[src/common/tcd_pkg.sv]
// Constants and state types for the compare and dead time timer block
package tcd_pkg;
  localparam int ADDR_W = 8;
  localparam int CNT_W = 8;
  localparam int DT_W = 4;
  localparam int NCH = 3;
  localparam int NCMP = 4;
  localparam int NPIN = 6;
  localparam int CTRL_W = 18;
  localparam int DTCFG_W = 10;

  // Register byte offsets
  localparam logic [ADDR_W-1:0] OFS_CTRL = 8'h00;
  localparam logic [ADDR_W-1:0] OFS_COUNT = 8'h04;
  localparam logic [ADDR_W-1:0] OFS_CMP_A = 8'h08;
  localparam logic [ADDR_W-1:0] OFS_CMP_B = 8'h0C;
  localparam logic [ADDR_W-1:0] OFS_CMP_C = 8'h10;
  localparam logic [ADDR_W-1:0] OFS_CMP_D = 8'h14;
  localparam logic [ADDR_W-1:0] OFS_DEADTIME = 8'h18;
  localparam logic [ADDR_W-1:0] OFS_FLAGS = 8'h1C;
  localparam logic [ADDR_W-1:0] OFS_MASK = 8'h20;

  // Control register fields
  localparam int CTRL_PWM_EN_LSB = 0;
  localparam int CTRL_WGM_LSB = 3;
  localparam int CTRL_COM_LSB = 5;
  localparam int CTRL_PWM6_BIT = 11;
  localparam int CTRL_GATE4_BIT = 12;
  localparam int CTRL_GATE5_BIT = 13;
  localparam int CTRL_CS_LSB = 14;
  localparam int CTRL_FAST_BIT = 17;

  // Dead time register fields
  localparam int DT_LOW_LSB = 0;
  localparam int DT_HIGH_LSB = 4;
  localparam int DT_PS_LSB = 8;

  localparam int FLAGS_LOCK_BIT = 3;
  localparam int CMP_IDX_TOP = 2;

  localparam logic [1:0] WGM_PHASE = 2'h1;
  localparam logic [1:0] COM_OFF = 2'h0;
  localparam logic [1:0] COM_PAIR = 2'h1;
  localparam logic [1:0] COM_CLEAR = 2'h2;
  localparam logic [1:0] COM_SET = 2'h3;

  localparam logic [CTRL_W-1:0] CTRL_RST = 18'h00000;
  localparam logic [CNT_W-1:0] CMP_RST = 8'h00;
  localparam logic [CNT_W-1:0] TOP_RST = 8'hFF;
  localparam logic [DTCFG_W-1:0] DTCFG_RST = 10'h000;

  typedef enum logic {TCD_UP, TCD_DOWN} tcd_dir_e;

  typedef struct packed {
    logic [CTRL_W-1:0] ctrl;
    logic [CNT_W-1:0] cnt;
    tcd_dir_e dir;
    logic [2:0] tpre;
    logic [2:0] dtpre;
    logic [NCMP-1:0][CNT_W-1:0] cmp_buf;
    logic [NCMP-1:0][CNT_W-1:0] cmp_act;
    logic [DTCFG_W-1:0] dt_cfg;
    logic [NCH-1:0] pend;
    logic [NCH-1:0] flag;
    logic [NCH-1:0] mask;
    logic [NCH-1:0] wave;
    logic [NCH-1:0][DT_W-1:0] dt_cnt;
    logic [NCH-1:0] dt_busy;
    logic [NPIN-1:0] pin;
    logic [NPIN-1:0] pin_oe;
    logic irq;
    logic pready;
    logic pslverr;
    logic [31:0] prdata;
  } tcd_state_s;
endpackage

[src/rtl/tcd_timer.sv]
// Compare unit, waveform generator and dead time pairs with APB registers
// Contract
// - Count is compared with all four compare values every cycle.
// - A match sets flag A, B or D one timer clock later.
// - Enabled flag raises interrupt; servicing (status read) clears the flag.
// - Writing one to a flag bit clears it; zero leaves it.
// - Waveform built from match, PWM enables, waveform mode and output mode.
// - PWM modes buffer compare writes until top or bottom; normal mode writes at once.
// - Dead time only with PWM enabled and output mode 01.
// - Three independent dead time generators, high and low delays set separately.
// - Each generator times dead interval with a 4-bit down counter.
// - Dead time prescaler divides timer clock by 1, 2, 4 or 8.
// - On each waveform edge the rising output waits until counter reaches zero.
// - Zero comparator ends insertion when counter reaches zero.
// - Counter loads high or low dead time chosen by edge direction.
// - Outputs lag waveform by at least one timer clock; here only the rising output of a dead time pair lags.
// - Six-output mode: D pins off at 00, else channel A AND gate.
// - Timer clock is an enable on pclk, not a second clock.
//
// Local design decisions: the address map and the APB slave port.
`timescale 1ns/1ps
module tcd_timer
  import tcd_pkg::*;
(
  // Clock and reset
  input wire logic pclk,
  input wire logic presetn,
  // APB slave
  input wire logic psel,
  input wire logic penable,
  input wire logic pwrite,
  input wire logic [ADDR_W-1:0] paddr,
  input wire logic [31:0] pwdata,
  output logic [31:0] prdata,
  output logic pready,
  output logic pslverr,
  // PLL status
  input wire logic pll_locked_flag,
  // Compare pins: a, a_n, b, b_n, d (pin4), d_n (pin5)
  output logic [NPIN-1:0] compare_pin,
  output logic [NPIN-1:0] compare_pin_oe,
  // Interrupt
  output logic irq
);

  tcd_state_s r;
  tcd_state_s n;

  logic [NCH-1:0] pwm_enable;
  logic [1:0] waveform_mode_sel;
  logic [NCH-1:0][1:0] compare_output_mode;
  logic six_pwm;
  logic pin4_output_gate;
  logic pin5_output_gate;
  logic [2:0] clock_sel;
  logic fast_clock_select;
  logic [DT_W-1:0] deadtime_low_value;
  logic [DT_W-1:0] deadtime_high_value;
  logic [1:0] deadtime_prescale_sel;

  assign pwm_enable = r.ctrl[CTRL_PWM_EN_LSB +: NCH];
  assign waveform_mode_sel = r.ctrl[CTRL_WGM_LSB +: 2];
  assign compare_output_mode = r.ctrl[CTRL_COM_LSB +: 2*NCH];
  assign six_pwm = r.ctrl[CTRL_PWM6_BIT];
  assign pin4_output_gate = r.ctrl[CTRL_GATE4_BIT];
  assign pin5_output_gate = r.ctrl[CTRL_GATE5_BIT];
  assign clock_sel = r.ctrl[CTRL_CS_LSB +: 3];
  assign fast_clock_select = r.ctrl[CTRL_FAST_BIT];
  assign deadtime_low_value = r.dt_cfg[DT_LOW_LSB +: DT_W];
  assign deadtime_high_value = r.dt_cfg[DT_HIGH_LSB +: DT_W];
  assign deadtime_prescale_sel = r.dt_cfg[DT_PS_LSB +: 2];

  // Timer clock enable: no second domain, every stage is qualified by it
  logic timer_clock_enable;
  logic slow_tick;
  logic [2:0] tpre_mask;
  logic [2:0] dt_mask;
  logic dt_tick;
  logic pwm_any;
  logic phase_mode;
  logic [CNT_W-1:0] top_val;
  logic at_top;
  logic at_bottom;

  assign tpre_mask = (clock_sel == 3'h0) ? 3'h0 : 3'((4'h1 << (clock_sel - 3'h1)) - 4'h1);
  // Prescaler is three bits, so every select from four up divides by eight
  assign slow_tick = (clock_sel != 3'h0) && ((r.tpre & tpre_mask) == 3'h0);
  // Fast select without lock stops the timer rather than run it on an unsettled clock
  assign timer_clock_enable = fast_clock_select ? pll_locked_flag : slow_tick;
  assign dt_mask = 3'((4'h1 << deadtime_prescale_sel) - 4'h1);
  assign dt_tick = timer_clock_enable && ((r.dtpre & dt_mask) == 3'h0);
  assign pwm_any = |pwm_enable;
  assign phase_mode = pwm_any && (waveform_mode_sel == WGM_PHASE);
  assign top_val = r.cmp_act[CMP_IDX_TOP];
  assign at_top = (r.cnt == top_val);
  assign at_bottom = (r.cnt == '0);

  // Per-channel match, waveform and dead time pair
  logic [NCH-1:0] match;
  logic [NCH-1:0] wave_nxt;
  logic [NCH-1:0][DT_W-1:0] dtc_nxt;
  logic [NCH-1:0] busy_nxt;
  logic [NCH-1:0] true_nxt;
  logic [NCH-1:0] comp_nxt;
  logic [NCH-1:0] true_oe;
  logic [NCH-1:0] comp_oe;
  logic [NPIN-1:0] pin_nxt;
  logic [NPIN-1:0] oe_nxt;

  genvar c;
  generate
    for (c = 0; c < NCH; c++) begin : g_ch
      localparam int CI = (c == 2) ? 3 : c;
      logic dt_on;
      logic edge_seen;

      assign match[c] = (r.cnt == r.cmp_act[CI]);
      assign dt_on = pwm_enable[c] && (compare_output_mode[c] == COM_PAIR);

      always_comb begin
        wave_nxt[c] = r.wave[c];
        if (timer_clock_enable) begin
          if (pwm_enable[c]) begin
            if (phase_mode) begin
              if (match[c]) begin
                wave_nxt[c] = (r.dir == TCD_DOWN);
              end
            end else if (match[c]) begin
              wave_nxt[c] = 1'b0;
            end else if (at_bottom) begin
              wave_nxt[c] = 1'b1;
            end
          end else if (match[c]) begin
            case (compare_output_mode[c])
              COM_PAIR: wave_nxt[c] = ~r.wave[c];
              COM_CLEAR: wave_nxt[c] = 1'b0;
              COM_SET: wave_nxt[c] = 1'b1;
              default: wave_nxt[c] = r.wave[c];
            endcase
          end
        end
      end

      assign edge_seen = dt_on && (wave_nxt[c] != r.wave[c]);

      // A new edge during insertion restarts the count from the new value
      always_comb begin
        dtc_nxt[c] = r.dt_cnt[c];
        busy_nxt[c] = r.dt_busy[c];
        if (!dt_on) begin
          busy_nxt[c] = 1'b0;
        end else if (edge_seen) begin
          dtc_nxt[c] = wave_nxt[c] ? deadtime_high_value : deadtime_low_value;
          busy_nxt[c] = 1'b1;
        end else if (r.dt_busy[c] && dt_tick) begin
          if (r.dt_cnt[c] == '0) begin
            busy_nxt[c] = 1'b0;
          end else begin
            dtc_nxt[c] = r.dt_cnt[c] - 4'h1;
          end
        end
      end

      // Edge cycle always enters dead time, so the rising output lags at least one tick
      always_comb begin
        if (dt_on) begin
          true_nxt[c] = busy_nxt[c] ? 1'b0 : wave_nxt[c];
          comp_nxt[c] = busy_nxt[c] ? 1'b0 : ~wave_nxt[c];
          true_oe[c] = 1'b1;
          comp_oe[c] = 1'b1;
        end else begin
          true_nxt[c] = wave_nxt[c];
          comp_nxt[c] = 1'b0;
          true_oe[c] = (compare_output_mode[c] != COM_OFF);
          comp_oe[c] = 1'b0;
        end
      end

      // Pin 2c is the true output of the pair, pin 2c+1 its complement
      assign pin_nxt[2*c] = true_nxt[c];
      assign pin_nxt[2*c+1] = comp_nxt[c];
      assign oe_nxt[2*c] = true_oe[c];
      assign oe_nxt[2*c+1] = comp_oe[c];
    end
  endgenerate

  // APB decode
  // Two-cycle access phase: the answer is registered after the first access cycle
  logic acc;
  logic wr_done;
  logic rd_done;
  logic mapped;
  logic [31:0] rd_val;
  logic [NCH-1:0] flag_clr;

  assign acc = psel && penable && !r.pready;
  assign wr_done = psel && penable && r.pready && pwrite;
  assign rd_done = psel && penable && r.pready && !pwrite;

  always_comb begin
    mapped = 1'b1;
    rd_val = '0;
    case (paddr)
      OFS_CTRL: rd_val = 32'(r.ctrl);
      OFS_COUNT: rd_val = 32'(r.cnt);
      OFS_CMP_A: rd_val = 32'(r.cmp_buf[0]);
      OFS_CMP_B: rd_val = 32'(r.cmp_buf[1]);
      OFS_CMP_C: rd_val = 32'(r.cmp_buf[2]);
      OFS_CMP_D: rd_val = 32'(r.cmp_buf[3]);
      OFS_DEADTIME: rd_val = 32'(r.dt_cfg);
      OFS_FLAGS: rd_val = 32'({pll_locked_flag, r.flag});
      OFS_MASK: rd_val = 32'(r.mask);
      default: mapped = 1'b0;
    endcase
  end

  // A status read clears only the bits it returned, so a flag set during the access survives
  always_comb begin
    flag_clr = '0;
    if (rd_done && (paddr == OFS_FLAGS)) begin
      flag_clr = r.prdata[NCH-1:0];
    end else if (wr_done && (paddr == OFS_FLAGS)) begin
      flag_clr = pwdata[NCH-1:0];
    end
  end

  always_comb begin
    n = r;
    n.tpre = r.tpre + 3'h1;
    n.pready = acc;
    n.pslverr = acc && !mapped;
    if (acc) begin
      n.prdata = pwrite ? 32'h00000000 : rd_val;
    end

    // Counter sequence and double-buffer transfer
    if (timer_clock_enable) begin
      n.dtpre = r.dtpre + 3'h1;
      if (phase_mode) begin
        if (r.dir == TCD_UP) begin
          if (at_top) begin
            n.dir = TCD_DOWN;
            n.cnt = r.cnt - 8'h01;
          end else begin
            n.cnt = r.cnt + 8'h01;
          end
        end else if (at_bottom) begin
          n.dir = TCD_UP;
          n.cnt = r.cnt + 8'h01;
          n.cmp_act = r.cmp_buf;
        end else begin
          n.cnt = r.cnt - 8'h01;
        end
      end else if (at_top) begin
        n.cnt = '0;
        n.dir = TCD_UP;
        if (pwm_any) begin
          n.cmp_act = r.cmp_buf;
        end
      end else begin
        n.cnt = r.cnt + 8'h01;
      end
    end
    if (!pwm_any) begin
      n.cmp_act = r.cmp_buf;
    end

    // Flags: read of the status register stands for servicing the interrupt
    // Pend holds this tick's match; it turns into a flag on the next tick
    if (timer_clock_enable) begin
      n.pend = match;
    end
    n.flag = r.flag & ~flag_clr;
    if (timer_clock_enable) begin
      n.flag = n.flag | r.pend;
    end

    // Register writes; a count write wins over the timer step
    if (wr_done) begin
      case (paddr)
        OFS_CTRL: n.ctrl = pwdata[CTRL_W-1:0];
        OFS_COUNT: n.cnt = pwdata[CNT_W-1:0];
        OFS_CMP_A: n.cmp_buf[0] = pwdata[CNT_W-1:0];
        OFS_CMP_B: n.cmp_buf[1] = pwdata[CNT_W-1:0];
        OFS_CMP_C: n.cmp_buf[2] = pwdata[CNT_W-1:0];
        OFS_CMP_D: n.cmp_buf[3] = pwdata[CNT_W-1:0];
        OFS_DEADTIME: n.dt_cfg = pwdata[DTCFG_W-1:0];
        OFS_MASK: n.mask = pwdata[NCH-1:0];
        default: n.mask = r.mask;
      endcase
    end

    n.wave = wave_nxt;
    n.dt_cnt = dtc_nxt;
    n.dt_busy = busy_nxt;
    n.pin = pin_nxt;
    n.pin_oe = oe_nxt;
    if (six_pwm) begin
      n.pin[4] = true_nxt[0] && pin4_output_gate;
      n.pin[5] = true_nxt[0] && pin5_output_gate;
      n.pin_oe[4] = (compare_output_mode[2] != COM_OFF);
      n.pin_oe[5] = (compare_output_mode[2] != COM_OFF);
      // Disconnected D pins carry no waveform either
      if (compare_output_mode[2] == COM_OFF) begin
        n.pin[5:4] = 2'b00;
      end
    end
    // Built from the next flags so the request rises with the flag itself
    n.irq = |(n.flag & n.mask);
  end

  always_ff @(posedge pclk or negedge presetn) begin
    if (!presetn) begin
      r.ctrl <= CTRL_RST;
      r.cnt <= '0;
      r.dir <= TCD_UP;
      r.tpre <= '0;
      r.dtpre <= '0;
      r.cmp_buf <= {CMP_RST, TOP_RST, CMP_RST, CMP_RST};
      r.cmp_act <= {CMP_RST, TOP_RST, CMP_RST, CMP_RST};
      r.dt_cfg <= DTCFG_RST;
      r.pend <= '0;
      r.flag <= '0;
      r.mask <= '0;
      r.wave <= '0;
      r.dt_cnt <= '0;
      r.dt_busy <= '0;
      r.pin <= '0;
      r.pin_oe <= '0;
      r.irq <= 1'b0;
      r.pready <= 1'b0;
      r.pslverr <= 1'b0;
      r.prdata <= '0;
    end else begin
      r <= n;
    end
  end

  assign prdata = r.prdata;
  assign pready = r.pready;
  assign pslverr = r.pslverr;
  assign compare_pin = r.pin;
  assign compare_pin_oe = r.pin_oe;
  assign irq = r.irq;

endmodule

[config.mk]
export PLATFORM = sky130hd
export DESIGN_NAME = tcd_timer
export DESIGN_NICKNAME = d
export VERILOG_FILES = /design/src/common/tcd_pkg.sv /design/src/rtl/tcd_timer.sv
export SDC_FILE = /design/constraint.sdc
export NUM_CORES = 1
export LEC_CHECK = 0
export ABC_CLOCK_PERIOD_IN_PS = 2640
export BUFFER_PORTS_ARGS = -buffer_cell sky130_fd_sc_hd__buf_2
export CAP_MARGIN = 20
export CORE_MARGIN = 1.5
export CORE_UTILIZATION = 54
export DETAILED_ROUTE_END_ITERATION = 8
export PLACE_DENSITY = 0.77
export SLEW_MARGIN = 20
export SYNTH_ARGS = -nofsm -noshare
export SYNTH_HDL_FRONTEND = slang
export SYNTH_SLANG_ARGS = --single-unit
[constraint.sdc]
create_clock -name pclk -period 2.64 [get_ports pclk]
set_input_delay 0.528 -clock pclk [delete_from_list [all_inputs] [get_ports pclk]]
set_output_delay 0.528 -clock pclk [all_outputs]
set_load 0.02 [all_outputs]
==> summary.txt, run 1 <==
Clock tree
  • Clock buffer count from CTS: 17
  • Skew-Pair Late Insertion Delay: 0.44 ns
  • CTS clk-pin slew, worst paths: 0.07 ns
  • CTS tree: built
  • Clock Tree Buf Depth: 2
  • Clock Tree Root: clkbuf_16
  • Clk sinks: 167
  • H-Tree Depth: 4

Die
  • Std-Cell Rows: 46
  • Die area: 17000 µm²
  • Core area: 15900 µm²
  • Initial Utilization: 55.2%
  • Die Ht: 130 µm
  • Die Width: 130 µm
  • Ports: 93

Pwr
  • Max IR drop VDD: 0.466 mV
  • Internal power: 3950 µW
  • Net Sw Power: 1410 µW
  • PD cells: 514 nW/µm²
  • Tot Pwr: 5360 µW
  • Clock power share: 45.9%
  • Sw Ratio: 26.2%
  • Lkg Pwr: 0.00500 µW
  • Comb power frac: 5.4%
  • Flop pwr share: 48.7%

Route
  • DR vias/cell: 6.09
  • Pre-antenna DRT Iters: 5
  • DRC viols: 0
  • Routed wire length: 23.1 mm
  • WL/cell: 20.7 µm
  • Final ANT Viol Nets: 0
  • Via count: 6820
  • Initial DRC Count: 654

Global routing
  • Initial antenna violation count: 0
  • Grt total ovfl: 0
  • Tot GR Track Use: 28.4%
  • First-pass GRT wire length: 36.1 mm
  • Largest net degree at the start of global routing: 62
  • Vias in the first global route: 6643

Synth
  • Post-synth EDFFs: 0
  • Sequential share of the synthesized area: 47.9%
  • Top cells by area, synth: dfrtp_1, mux2_2, dfstp_2
  • Post-synth top area share: 43.1%
  • Syn Std Cell Area: 8770 µm²
  • Top-count cell post-synth: dfrtp_1
  • Unique masters post-synth: 75
  • Seq cells post-synth: 167
  • Synth top cells by count: dfrtp_1, mux2_2, nand2_1, buf_4, nor2_1
  • Syn Inst Count: 798
  • Post-synth ARST share: 100%
  • YS warnings: 0
  • Synth area leader: dfrtp_1
  • Top FF cell, synth: dfrtp_1
  • Post-synthesis area per instance: 11.0 µm²

Hold path
  • Worst Hold Path EP: clock_sel[0]
  • Hold crit path type: in -> reg
  • Hold Path Depth: 2
  • Hold_sp: pwdata[14]

Setup path
  • Worst path bufs/invs: 2
  • CP max-delay cell: or3b_4
  • Crit path max fanout: 4
  • R2R depth: 11
  • FF-to-FF Start: clock_sel[2]
  • Reg2Reg Capture Point: compare_pin[4]
  • CP Class: reg -> reg
  • Delay-heaviest family, CP: simple AND/OR/NAND/NOR gates
  • R2R setup slack: -0.01 ns
  • Delay of the slowest critical-path stage: 0.44 ns
  • Kind of start point of the critical path: flip-flop
  • CP arrival: 2.99 ns
  • Worst EP required: 2.98 ns
  • CP endpoint kind: flip-flop
  • Cells along the critical path: or3b_4 -> ha_4 -> nand2b_4 -> o2111ai_4 -> buf_6 -> o21ai_2 -> buf_6 -> nand2_4 -> o211ai_1 -> or3b_4 -> o32ai_4

Cells and area
  • Final Cell Area: 10400 µm²
  • Share of layout cells above drive strength 1: 35.6%
  • Area delta synth->final: 18.7%
  • Fill count: 1191
  • Layout Nets: 945
  • Antenna cell count: 0

Status
  • Status: finished with violations
  • Failing checks: negative setup slack

STA
  • Max Slew Vio Count: 0
  • Final Hold Viols: 0
  • RSZ-0062 raised after global routing: yes
  • Clock Skew: 0.00892 ns
  • Hold_ws: 0.327 ns
  • Worst slew pin tran: 0.602 ns
  • Final Critical Period: 2.65 ns
  • Final TNS setup: -0.0278 ns
  • FMAX: 0.377 GHz
  • Worst setup margin: -0.0103 ns
  • Crit share post-route: 100%
  • Worst slew margin: 59.9%
  • Setup violators final: 5

Placement
  • I/O Buffers: 64
  • Post-DP Area: 9460 µm²
  • Final HPWL DP: 15.7 mm
  • Pre-CTS setup slack: -0.176 ns
  • Placer Congestion: 0.926

Job
  • Max Cap Viol: 0
## cell families after synthesis
kind of cell	synth area share, %
simple gates	13.1
flops	47.9
xor+xnor	4.38
mux	14.3
buf+inv	6.56
fa+ha+maj	1.14
compound gates	12.6
other cells	0.0427
## sequential cells by signal (all words and copies together), names as in the netlist, 2 cells and up
register	flops
clock_sel	3
compare_pin_oe	6
compare_pin	6
compare_output_mode	6
r	101
deadtime_high_value	4
top_val	8
pwm_enable	3
deadtime_low_value	4
prdata	18
deadtime_prescale_sel	2
## cell type report
class | instances | area [µm²] | area share [%]
clock inverter | 15 | 160 | 1.54
inverter | 20 | 75.1 | 0.721
tap | 216 | 270 | 2.59
multi-input combinational | 545 | 4220 | 40.5
clock buffer | 17 | 425 | 4.08
sequential | 167 | 4200 | 40.3
timing repair buffer | 140 | 1060 | 10.2
## cell usage in the layout, fill, tap and decap left out, drive strengths merged, types with 4 or more instances in the layout
cell type  instances
dfrtp            151
buf              139
mux2              96
nand2             70
o21ai             35
nor2              34
inv               28
xor2              27
nand3             18
clkbuf            17
mux2i             17
a21oi             17
xnor2             16
dfstp             16
a22oi             15
a22o              14
conb              14
nor4              12
o211ai            11
nand4             11
nor3              11
a222oi             9
nand3b             8
a221oi             8
ha                 8
or2                8
nor2b              7
a31oi              7
and3               7
o21a               6
nand2b             6
clkinv             6
a21o               5
and2               4
and4               4
## per-stage QoR
stage / utilization [%] / instances
2_1_floorplan: - / 811
6_report: 65.6 / 1120
3_3_place_gp: 59.5 / 1076
4_1_cts: 64.7 / 1118
3_5_place_dp: 59.5 / 1076
5_1_grt: 65.6 / 1120
## per-layer routing
layer	up-vias	GRT usage, %	routed length (µm)
met5	-	0	0
met4	0	14.2	1080
met3	73	6.03	1440
met2	301	46.1	11100
met1	3402	36.2	9560
li1	3044	-	-
## power groups by stage
| stage | combinational, µW | clock [µW] | sequential, µW |
|---|---|---|---|
| 2_1_floorplan | 154 | 0 | 2650 |
| 3_3_place_gp | 269 | 0 | 2660 |
| 3_5_place_dp | 275 | 0 | 2660 |
| 4_1_cts | 286 | 2480 | 2610 |
| 5_1_grt | 318 | 2610 | 2610 |
| 6_report | 289 | 2460 | 2610 |
## how the worst max path moves through the flow
stage	depth (start not counted)	end	start	slack, ns
3_3_place_gp	9	r[58]	clock_sel[0]	-0.12
4_1_cts	12	r[94]	clock_sel[0]	0.0006
6_report	11	compare_pin[4]	clock_sel[2]	-0.01
2_1_floorplan	9	compare_pin[4]	clock_sel[0]	0.01
3_5_place_dp	9	r[58]	clock_sel[0]	-0.18
5_1_grt	11	compare_pin[4]	clock_sel[2]	-0.12
## timing repair
item,in CTS,in global routing
setup endpoints to repair,18,54
pin swaps,4,8
setup buffers,6,2
resized for setup,19,26
endpoints found under the hold margin,33,0
hold buffers,1,0
gates cloned,3,0
Note: power is estimated with default switching activity, not from simulation.
==> inputs of run 2 (changes only) <==
==> constraint.sdc (replaced) <==
create_clock -name pclk -period 2.64 [get_ports pclk]
set_input_delay 0.264 -clock pclk [delete_from_list [all_inputs] [get_ports pclk]]
set_output_delay 0.264 -clock pclk [all_outputs]
set_load 0.02 [all_outputs]
==> run 2 against run 1 <==
The run still ends with negative setup slack left. Clock skew grew 0.0019 ns. Combinational power hardly changed. Sequential share of layout area fell by 0.11 points. Register-to-register slack worse by 0.03 ns. Clock-buffer cell count grew 1. Power grew 2.1%. Global-route usage down 0.79 points. Maximum frequency is 0.95% lower. Final cell count shrank 0.71%. Sequential cell count unchanged.
==> summary.txt, run 2 (same netlist as run 1, synthesis figures left out) <==
Die
  • Die area: 17000 µm²
  • Std-Cell Rows: 46
  • Core area: 15900 µm²
  • Initial Utilization: 55.2%
  • Die Ht: 130 µm
  • Ports: 93
  • Die Width: 130 µm

STA
  • Worst slew margin: 50.9%
  • Hold_ws: 0.0631 ns
  • FMAX: 0.374 GHz
  • Clock Skew: 0.0108 ns
  • Worst setup margin: -0.0357 ns
  • Final Critical Period: 2.68 ns
  • Setup violators final: 17
  • Final Hold Viols: 0
  • Crit share post-route: 101%
  • Worst slew pin tran: 0.733 ns
  • Max Slew Vio Count: 0
  • Final TNS setup: -0.337 ns
  • RSZ-0062 raised after global routing: yes

Hold path
  • Worst Hold Path EP: fast_clock_select
  • Hold crit path type: in -> reg
  • Hold Path Depth: 2
  • Hold_sp: pwdata[17]

Setup path
  • CP Class: reg -> reg
  • R2R depth: 10
  • Delay of the slowest critical-path stage: 0.42 ns
  • Reg2Reg Capture Point: r[114]
  • Crit path max fanout: 8
  • Cells along the critical path: or3b_4 -> ha_4 -> nand2b_4 -> mux2i_2 -> o21ai_1 -> buf_4 -> buf_12 -> a21oi_4 -> clkbuf_16 -> mux2_4
  • Kind of start point of the critical path: flip-flop
  • Worst EP required: 2.96 ns
  • FF-to-FF Start: clock_sel[2]
  • CP endpoint kind: flip-flop
  • R2R setup slack: -0.04 ns
  • CP max-delay cell: or3b_4
  • CP arrival: 2.99 ns

Placement
  • Post-DP Area: 9390 µm²
  • DP Cell Count: 1069
  • Placer Congestion: 0.915
  • Final HPWL DP: 15.9 mm
  • I/O Buffers: 64

Cells and area
  • Fill count: 1169
  • Final Cell Area: 10400 µm²
  • Final Non-Filler Cells: 1112
  • Layout Nets: 937
  • Area delta synth->final: 19.1%
  • Register with the most flip-flops: r
  • Max reg flops: 101
  • Share of layout cells above drive strength 1: 34.8%
  • Antenna cell count: 0
  • Most frequent cells in the layout: dfrtp_1, nand2_1, mux2_2, buf_2, buf_4
  • Most common cell after layout, fill and taps aside: dfrtp_1

Clock tree
  • Clk sinks: 167
  • Clock buffer count from CTS: 17
  • Clock Tree Buf Depth: 2
  • Clock Tree Root: clkbuf_16
  • CTS clk-pin slew, worst paths: 0.07 ns
  • H-Tree Depth: 4
  • CTS tree: built
  • Skew-Pair Late Insertion Delay: 0.43 ns

Status
  • Failing checks: negative setup slack
  • Status: finished with violations

Route
  • Via count: 6941
  • Final ANT Viol Nets: 0
  • Highest Signal Layer: met4
  • DRC viols: 0
  • Initial DRC Count: 749
  • Pre-antenna DRT Iters: 8
  • Routed wire length: 23.9 mm
  • Met3 Wirelength: 1.74 mm
  • DR vias/cell: 6.24
  • WL/cell: 21.5 µm
  • Metal-1 WL: 9.73 mm
  • Met2 Wirelength: 11.7 mm

Pwr
  • Lkg Pwr: 0.00497 µW
  • Max IR drop VDD: 0.497 mV
  • PD cells: 524 nW/µm²
  • Tot Pwr: 5470 µW

Job
  • Max Cap Viol: 0

Global routing
  • Tot GR Track Use: 27.6%
  • Largest net degree at the start of global routing: 66
  • Grt total ovfl: 0
  • First-pass GRT wire length: 35.3 mm
  • Initial antenna violation count: 0
  • Vias in the first global route: 6648
run 2: cell count changes in the layout (fill, tap and decap cells not counted), moves of 2 or more:
cell,change
clkinv_4,-2
mux2_4,+28
inv_6,+4
mux2_1,-2
inv_8,-5
mux2_2,-26
buf_4,-3
buf_6,-4
clkinv_8,-2
bufinv_16,+2
buf_16,-3
nor4_2,-2
clkbuf_16,+2
run 2: worst max-delay path: cells and delay by family (launching register included):
kind | cells | cell delay, ns
flip-flops | 1 | 0.39
buffers and inverters | 3 | 0.54
adder cells (fa/ha/maj) | 1 | 0.17
AND/OR/NAND/NOR | 2 | 0.55
AO/OA/AOI/OAI | 2 | 0.40
multiplexers | 2 | 0.51
run 2: area by class of cell:
cell class	instances	area, µm²	share of cell area, %
clock buffers	18	439	4.20
clock inverters	14	161	1.55
inverters	20	75.1	0.719
multi-input cells	545	4330	41.5
flip-flops and latches	167	4200	40.2
well taps	216	270	2.59
repair buffers	132	968	9.27
run 2: repair_timing:
action / 4_1_cts / 5_1_grt
resized for setup: 9 / 52
setup buffers: 2 / 5
pin swaps: 4 / 15
cloned: 0 / 3
hold buffers: 1 / 0
hold endpoints to repair: 60 / 0
setup endpoints to repair: 15 / 51
run 2: report_power, final:
group	leakage, µW	switching [µW]	internal, µW
Sequential	0.00222	27.3	2590
Combinational	0.00246	192	95.7
Clock	0.000291	1120	1440
run 2: worst max-delay path by stage:
stage               slack [ns]  cells after the start              to          from
global placement         -0.08                      9           r[60]  clock_sel[0]
detailed placement       -0.16                     10           r[55]  clock_sel[0]
global route             -0.12                     10           r[98]  clock_sel[2]
CTS                      0.005                     10           r[60]  clock_sel[0]
finish                   -0.04                     10          r[114]  clock_sel[2]
floorplan                 0.01                      9  compare_pin[4]  clock_sel[0]
run 2: stage by stage:
stage | worst slack, ns | utilization (%)
after floorplan | 0.0144 | -
after global placement | -0.0806 | 59.1
after detailed placement | -0.159 | 59.1
after CTS | 0.00474 | 63.5
after global routing | -0.125 | 65.8
final | -0.0357 | 65.8
run 2: routing by layer:
layer	vias up	GRT usage, %
li1	3021	-
met1	3517	35.5
met2	343	45.7
met3	60	6.43
met4	0	10.3
met5	-	0
